**src/hdl/fpe_pkg.sv**
```systemverilog
// Constants, register map and field layout of the flash command block.
// Assumes a 32-bit AHB-Lite slave port clocked by core_clk at 200 MHz.
// Overview of operation
// Erase bit starts erase of addressed page
// Writing zero leaves command bits unchanged
// Erase bit reads one until erase done
// Erase may last up to 25 ms
// Program bit writes data word at address
// Program bit reads one until program done
// Program may last up to 50 us
// Interrupt only when raw and mask set
// Raw bit 1 sets on cycle completion
// Raw bit 0 sets on protection violation
// Mask bits 1 and 0 gate sources
// Masked bit is raw AND mask
// Write one clears masked and raw bit; code clears the raw bit only while its mask bit is set
// Software writes key with one command bit
// Software supplies aligned addresses
// Interrupt is OR; raw writes ignored
// Reserved interrupt bits read zero
package fpe_pkg;
	localparam logic [11:0] ADDR_OFS     = 12'h000;
	localparam logic [11:0] WDATA_OFS    = 12'h004;
	localparam logic [11:0] CMD_OFS      = 12'h008;
	localparam logic [11:0] RAW_OFS      = 12'h00c;
	localparam logic [11:0] MASK_OFS     = 12'h010;
	localparam logic [11:0] MISC_OFS     = 12'h014;
	localparam logic [15:0] ACCESS_KEY   = 16'ha442;
	localparam int          PROG_BIT     = 0;
	localparam int          ERASE_BIT    = 1;
	localparam int          DONE_BIT     = 1;
	localparam int          VIOL_BIT     = 0;
	localparam logic [31:0] REG_RESET    = 32'h0000_0000;
	localparam logic [1:0]  IRQ_RESET    = 2'h0;
	localparam int          CLK_MHZ      = 200;
	localparam int          ERASE_MS     = 25;
	localparam int          PROG_US      = 50;
	localparam int          ERASE_CYCLES = ERASE_MS * 1000 * CLK_MHZ;
	localparam int          PROG_CYCLES  = PROG_US * CLK_MHZ;
	typedef enum logic [1:0] {ST_IDLE, ST_ERASE, ST_PROG} fpe_state_t;
endpackage : fpe_pkg

```
**src/hdl/fpe_busy_timer.sv**
```systemverilog
// Down-counter that times one flash operation and pulses when done.
// Assumes the flash array needs a fixed time per operation.
`timescale 1ns/1ps
`default_nettype none
module fpe_busy_timer
	import fpe_pkg::*;
#(
	parameter int CW = 24
)
(
	// Clock and reset
	input  wire logic          core_clk,
	input  wire logic          srst,
	// Control
	input  wire logic          start,
	input  wire logic [CW-1:0] load,
	output logic               done
);
	logic [CW-1:0] count_ff;
	logic          run_ff;

	always_ff @(posedge core_clk)
	begin
		if (srst)
		begin
			count_ff <= '0;
			run_ff   <= 1'b0;
		end
		else if (start)
		begin
			count_ff <= load;
			run_ff   <= 1'b1;
		end
		else if (run_ff)
		begin
			if (count_ff <= CW'(1))
				run_ff <= 1'b0;
			count_ff <= count_ff - CW'(1);
		end
	end

	assign done = run_ff && (count_ff <= CW'(1));
endmodule : fpe_busy_timer
`default_nettype wire

```
**src/hdl/fpe_flash_ctrl.sv**
```systemverilog
// Flash program/erase sequencer with AHB-Lite register slave and irq.
// Assumes the array accepts a one-cycle start strobe with address/data
// and that protection maps come from the system controller as levels.
`timescale 1ns/1ps
`default_nettype none
module fpe_flash_ctrl
	import fpe_pkg::*;
#(
	parameter int ERASE_TIME = ERASE_CYCLES,
	parameter int PROG_TIME  = PROG_CYCLES,
	parameter int BLOCKS     = 4,
	parameter int BLOCK_SHIFT = 11
)
(
	// Clock and reset
	input  wire logic              core_clk,
	input  wire logic              srst,
	// AHB-Lite slave
	input  wire logic              hsel,
	input  wire logic [31:0]       haddr,
	input  wire logic [1:0]        htrans,
	input  wire logic              hwrite,
	input  wire logic [2:0]        hsize,
	input  wire logic [31:0]       hwdata,
	input  wire logic              hready,
	output logic                   hreadyout,
	output logic                   hresp,
	output logic [31:0]            hrdata,
	// Protection maps
	input  wire logic [BLOCKS-1:0] read_protect_map,
	input  wire logic [BLOCKS-1:0] program_protect_map,
	// Flash array
	output logic                   flashEraseStb,
	output logic                   flashProgStb,
	output logic [31:0]            flashAddr,
	output logic [31:0]            flashWdata,
	// Interrupt
	output logic                   irq
);
	logic [31:0]  flash_addr_reg_ff;
	logic [31:0]  flash_wdata_reg_ff;
	logic [1:0]   rawIrq_ff;
	logic [1:0]   irqMask_ff;
	fpe_state_t   state_ff;
	logic         eraseStb_ff;
	logic         progStb_ff;
	logic         wrPend_ff;
	logic [11:0]  wrAddr_ff;
	logic [31:0]  hrdata_ff;
	logic         opDone;
	logic         start;
	logic [24:0]  loadVal;
	logic         isWrite;
	logic         isRead;
	logic [11:0]  rdAddr;
	logic         cmdWrite;
	logic         keyOk;
	logic         wantErase;
	logic         wantProg;
	logic         blockProt;
	logic         violation;
	logic [1:0]   maskedIrq;
	logic [1:0]   clearBits;
	logic [$clog2(BLOCKS)-1:0] blockIdx;

	function automatic logic [11:0] fpe_ofs(input logic [31:0] a);
		return {a[11:2], 2'b00};
	endfunction : fpe_ofs

	assign hreadyout = 1'b1;
	assign hresp     = 1'b0;
	assign hrdata    = hrdata_ff;
	assign isWrite   = hsel && hready && htrans[1] && hwrite;
	assign isRead    = hsel && hready && htrans[1] && !hwrite;
	assign rdAddr    = fpe_ofs(haddr);

	// Address phase captured; data phase acts one cycle later
	always_ff @(posedge core_clk)
	begin
		if (srst)
		begin
			wrPend_ff <= 1'b0;
			wrAddr_ff <= '0;
		end
		else
		begin
			wrPend_ff <= isWrite;
			if (isWrite)
				wrAddr_ff <= rdAddr;
		end
	end

	// Command decode: key and exactly one bit, never while busy
	assign cmdWrite  = wrPend_ff && (wrAddr_ff == CMD_OFS);
	assign keyOk     = hwdata[31:16] == ACCESS_KEY;
	assign wantErase = cmdWrite && keyOk && hwdata[ERASE_BIT]
		&& !hwdata[PROG_BIT] && (state_ff == ST_IDLE);
	assign wantProg  = cmdWrite && keyOk && hwdata[PROG_BIT]
		&& !hwdata[ERASE_BIT] && (state_ff == ST_IDLE);

	// Violation: program or erase into a block cleared in either map
	assign blockIdx  = flash_addr_reg_ff[BLOCK_SHIFT +: $clog2(BLOCKS)];
	assign blockProt = !program_protect_map[blockIdx]
		|| !read_protect_map[blockIdx];
	assign violation = (wantErase || wantProg) && blockProt;
	assign start     = (wantErase || wantProg) && !blockProt;
	assign loadVal   = wantErase ? 25'(ERASE_TIME) : 25'(PROG_TIME);

	fpe_busy_timer #(
		.CW (25)
	) u_timer (
		.core_clk (core_clk),
		.srst     (srst),
		.start    (start),
		.load     (loadVal),
		.done     (opDone)
	);

	always_ff @(posedge core_clk)
	begin
		if (srst)
		begin
			flash_addr_reg_ff  <= REG_RESET;
			flash_wdata_reg_ff <= REG_RESET;
		end
		else if (wrPend_ff && state_ff == ST_IDLE)
		begin
			// Operands frozen while a cycle runs, so the array sees stable data
			if (wrAddr_ff == ADDR_OFS)
				flash_addr_reg_ff <= hwdata;
			if (wrAddr_ff == WDATA_OFS)
				flash_wdata_reg_ff <= hwdata;
		end
	end

	// Busy state; a zero write changes nothing
	always_ff @(posedge core_clk)
	begin
		if (srst)
			state_ff <= ST_IDLE;
		else
		begin
			case (state_ff)
				ST_IDLE:
				begin
					if (start && wantErase)
						state_ff <= ST_ERASE;
					else if (start)
						state_ff <= ST_PROG;
				end
				ST_ERASE:
				begin
					if (opDone)
						state_ff <= ST_IDLE;
				end
				ST_PROG:
				begin
					if (opDone)
						state_ff <= ST_IDLE;
				end
				default:
					state_ff <= ST_IDLE;
			endcase
		end
	end

	always_ff @(posedge core_clk)
	begin
		if (srst)
		begin
			eraseStb_ff <= 1'b0;
			progStb_ff  <= 1'b0;
			flashAddr   <= REG_RESET;
			flashWdata  <= REG_RESET;
		end
		else
		begin
			eraseStb_ff <= start && wantErase;
			progStb_ff  <= start && wantProg;
			if (start)
			begin
				flashAddr  <= flash_addr_reg_ff;
				flashWdata <= flash_wdata_reg_ff;
			end
		end
	end
	assign flashEraseStb = eraseStb_ff;
	assign flashProgStb  = progStb_ff;

	// Interrupt status: set wins over a same-cycle clear
	assign clearBits = (wrPend_ff && wrAddr_ff == MISC_OFS)
		? hwdata[1:0] : 2'b00;
	always_ff @(posedge core_clk)
	begin
		if (srst)
			rawIrq_ff <= IRQ_RESET;
		else
		begin
			if (clearBits[DONE_BIT] && maskedIrq[DONE_BIT])
				rawIrq_ff[DONE_BIT] <= 1'b0;
			if (clearBits[VIOL_BIT] && maskedIrq[VIOL_BIT])
				rawIrq_ff[VIOL_BIT] <= 1'b0;
			if (opDone && state_ff != ST_IDLE)
				rawIrq_ff[DONE_BIT] <= 1'b1;
			if (violation)
				rawIrq_ff[VIOL_BIT] <= 1'b1;
		end
	end

	always_ff @(posedge core_clk)
	begin
		if (srst)
			irqMask_ff <= IRQ_RESET;
		else if (wrPend_ff && wrAddr_ff == MASK_OFS)
			irqMask_ff <= hwdata[1:0];
	end

	assign maskedIrq = rawIrq_ff & irqMask_ff;
	assign irq       = |maskedIrq;

	// Read mux; raw register is read-only, reserved bits zero
	always_ff @(posedge core_clk)
	begin
		if (srst)
			hrdata_ff <= REG_RESET;
		else if (isRead)
		begin
			case (rdAddr)
				ADDR_OFS:  hrdata_ff <= flash_addr_reg_ff;
				WDATA_OFS: hrdata_ff <= flash_wdata_reg_ff;
				CMD_OFS:   hrdata_ff <= {30'h0,
					state_ff == ST_ERASE, state_ff == ST_PROG};
				RAW_OFS:   hrdata_ff <= {30'h0, rawIrq_ff};
				MASK_OFS:  hrdata_ff <= {30'h0, irqMask_ff};
				MISC_OFS:  hrdata_ff <= {30'h0, maskedIrq};
				default:   hrdata_ff <= REG_RESET;
			endcase
		end
	end

	logic unusedBits;
	assign unusedBits = ^{haddr[31:12], haddr[1:0], hsize, htrans[0],
		hwdata[15:2]};
endmodule : fpe_flash_ctrl
`default_nettype wire

```
**config.mk**
```make
export PLATFORM = sky130hd
export DESIGN_NAME = fpe_flash_ctrl
export DESIGN_NICKNAME = d
export VERILOG_FILES = /design/src/hdl/fpe_pkg.sv /design/src/hdl/fpe_busy_timer.sv /design/src/hdl/fpe_flash_ctrl.sv
export SDC_FILE = /design/constraint.sdc
export NUM_CORES = 1
export LEC_CHECK = 0
export BUFFER_PORTS_ARGS = -buffer_cell sky130_fd_sc_hd__buf_2
export CAP_MARGIN = 20
export CORE_AREA = 4 4 134 136
export CTS_CLUSTER_DIAMETER = 40
export DETAILED_ROUTE_END_ITERATION = 16
export DIE_AREA = 0 0 138 140
export PLACE_DENSITY = 0.79
export SLEW_MARGIN = 20
export SYNTH_ARGS = -nofsm -noshare
export SYNTH_HDL_FRONTEND = slang
export SYNTH_SLANG_ARGS = --single-unit
```
**constraint.sdc**
```tcl
create_clock -name core_clk -period 2.1 [get_ports core_clk]
set_input_delay 0.315 -clock core_clk [delete_from_list [all_inputs] [get_ports core_clk]]
set_output_delay 0.315 -clock core_clk [all_outputs]
set_load 0.05 [all_outputs]
```
==> out/summary.txt <==
Core ar.: 16900 µm²
Leading area contributor after synthesis: dfxtp_1
# Max-Cap Violations: 0
Asr flop ratio synth: 0
Delay-heaviest family, CP: multiplexers
Placed Area: 9750 µm²
Worst-Margin Slew: 0.619 ns
DRC viols: 0
Number of setup violations in the final report: 76
Core Rows: 48
Detailed Route Iter0 Violations: 800
Avg WL per Cell: 20.0 µm
Commonest non-fill, non-tap cell in the layout: nand2_1
Synthesized flop and latch total: 205
Share of the yosys chip area belonging to registers: 0.503
First-pass GRT wire length: 38600 µm
Post-Syn Area: 8150 µm²
Nets@finish: 1303
Largest net degree at the start of global routing: 88
Cts bufs inserted: 26
PortBufs: 154
Setup TNS: -4.81 ns
Ys flop type: dfxtp_1
Fin crit share: 1.08
Fin crit period: 2.27 ns
Clock insertion delay at the later pin of the skew report: 0.54 ns
Cell Chain, Critical Path: mux4_2, buf_4, or4_1, o211ai_1, buf_4, buf_4, o21ai_1, o211a_1
Ys Warns: 0
Vias in the first global route: 7641
Final Skew: 0.0258 ns
Share of cells above drive strength 1: 0.381
Reg clk slew, reported paths: 0.06 ns
Cells after synthesis: 1000
Max-slew violation count: 0
Worst path buffer plus inverter count: 3
CP Launch Type: flip-flop
Most frequent CP cell: buf_4
Die W: 138 µm
Root Buffer Master: clkbuf_16
Area growth syn-to-layout: 45.0%
Cell variety after synth: 58
Critical path required time: 2.51 ns
Mean Syn Cell Area: 8.15 µm²
Area contributors post-synth: dfxtp_1, nand2_1, a21oi_1
Failing checks: negative setup slack
Clock sinks: 205
Mapped Nets: 1087
Total gr overflow: 0
Worst path slowest cell: mux4_2
Top Ports: 183
Slowest Stage Delay on Critical Path: 0.56 ns
Worst setup slack after layout: -0.167 ns
Die ar.: 19300 µm²
Worst Path Arrival: 2.67 ns
Power Total: 8960 µW
Status: complete, but fails checks
Fmax: 0.441 GHz
Worst Hold Class: input pin to flip-flop
Commonest non-fill, non-tap cells in the layout: nand2_1, dfxtp_1, buf_2
Die Y: 140 µm
Bufs on Longest Clock Path: 3
All-Layer GR Usage: 0.239
Crit Path Max Fanout: 6
CP endpoint kind: flip-flop
Final hold violations: 0
DR vias: 8506
Initial Utilization: 0.481
HPWL after detailed placement: 15900 µm
Leakage: 0.00508 µW
Pwr dens: 758 nW/µm²
RSZ-0062 raised after global routing: true
Critical path class: flip-flop to flip-flop
Htree depth: 1
ANT nets after route: 0
CTS tree: built
Post-route cell area: 11800 µm²
Initial antenna violation count: 3
Vias/cell: 5.81
EDFF count, synth: 0
Top cell type's share of synthesized area: 0.503
Hold_buf cts: 0
Drt pass-1 iters: 5
GPL Wtd Cong: 0.862
Worst vdd ir: 606 µV
Post-Route WL: 29200 µm
Slew headroom: 0.587
==> through the flow <==
step	setup WS (ns)	cells	utilization	hold slack (ns)
floorplan	0.0382	1000	-	0.436
global placement	-0.633	1394	0.576	0.437
detailed placement	-0.651	1394	0.576	0.440
CTS	-0.0681	1443	0.633	0.0225
global route	-0.245	1461	0.698	0.0299
finish	-0.167	1463	0.698	0.0348
==> state kept, by name, summed over array words and instances (netlist names), 2 cells and up <==
signal,cells
flashWdata,32
flash_wdata_reg_ff,32
flashAddr,32
state_ff,2
irqMask_ff,2
flash_addr_reg_ff,32
hrdata,32
u_timer.count_ff,25
wrAddr_ff,10
rawIrq_ff,2
==> worst reg2reg max path, cell delays in order, from the launching register on <==
cell and delay [ns]:
dfxtp_2 0.37, mux4_2 0.56, buf_4 0.17, or4_1 0.42, o211ai_1 0.13, buf_4 0.20, buf_4 0.13, o21ai_1 0.06
o211a_1 0.11
==> synth_stat cells, drive strengths merged, types with 2 or more instances <==
cell type / n
xor2: 8
nor4: 16
or3: 8
a31oi: 2
mux2i: 2
o21ai: 11
a21o: 2
or4: 5
a21oi: 150
nor4b: 4
o21a: 3
nor2b: 2
nor2: 67
a22o: 2
a22oi: 32
nand4b: 3
and4: 2
nand3: 8
mux2: 2
or2: 2
inv: 12
a2bb2oi: 30
ha: 5
mux4: 3
conb: 2
clkbuf: 63
nor3: 13
nand2b: 3
nand4: 5
dfxtp: 205
or3b: 2
xnor2: 10
buf: 8
o211a: 2
nand2: 293
==> area by class of cell <==
class                      instances  area, µm²
timing repair buffer             259       1950
antenna                            4       10.0
fill                            1188       5110
clock inverter                    15        215
inverter                          12       45.0
sequential                       205       4110
clock buffer                      31        689
tap                              225        282
multi-input combinational        712       4520
==> cells by family (layout without fill, tap and decap cells) <==
family / Yosys count / after routing / share of synthesized area
mux: 7 / 7 / 0.0135
other cells: 2 / 6 / 0.000921
buf+inv: 83 / 317 / 0.0413
compound gates: 241 / 241 / 0.178
fa+ha+maj: 5 / 5 / 0.00767
xor+xnor: 18 / 18 / 0.0193
simple gates: 439 / 439 / 0.236
flops: 205 / 205 / 0.503
==> worst paths after layout <==
path / start / to / slack [ns] / cells past startpoint
hold / removal: hwdata[2] / flash_wdata_reg_ff[2] / 0.03 / 3
hold reg to reg: flashAddr[2] / flashAddr[2] / 0.45 / 2
setup / recovery: flash_addr_reg_ff[12] / u_timer.count_ff[18] / -0.17 / 8
setup reg to reg: flash_addr_reg_ff[12] / u_timer.count_ff[18] / -0.17 / 8
==> layer usage <==
layer,track usage,part of all wire,up-vias
met1,0.297,0.37,4016
met2,0.393,0.47,516
met3,0.0567,0.10,119
met4,0.113,0.052,2
li1,-,-,3853
met5,0,0.00062,-
==> repair_timing <==
action | CTS | global route
gates resized for setup | 9 | 206
setup buffers | 3 | 6
setup endpoints to repair | 74 | 130
pin swaps | 6 | 107
gates cloned | 0 | 10
==> report_power, final <==
group	leakage, µW	internal [µW]	switching (µW)	total, µW
Sequential	0.00165	3910	15.5	3920
Clock	0.000441	2870	1790	4650
Combinational	0.00299	139	251	391
(Power assumes the default switching activity.)
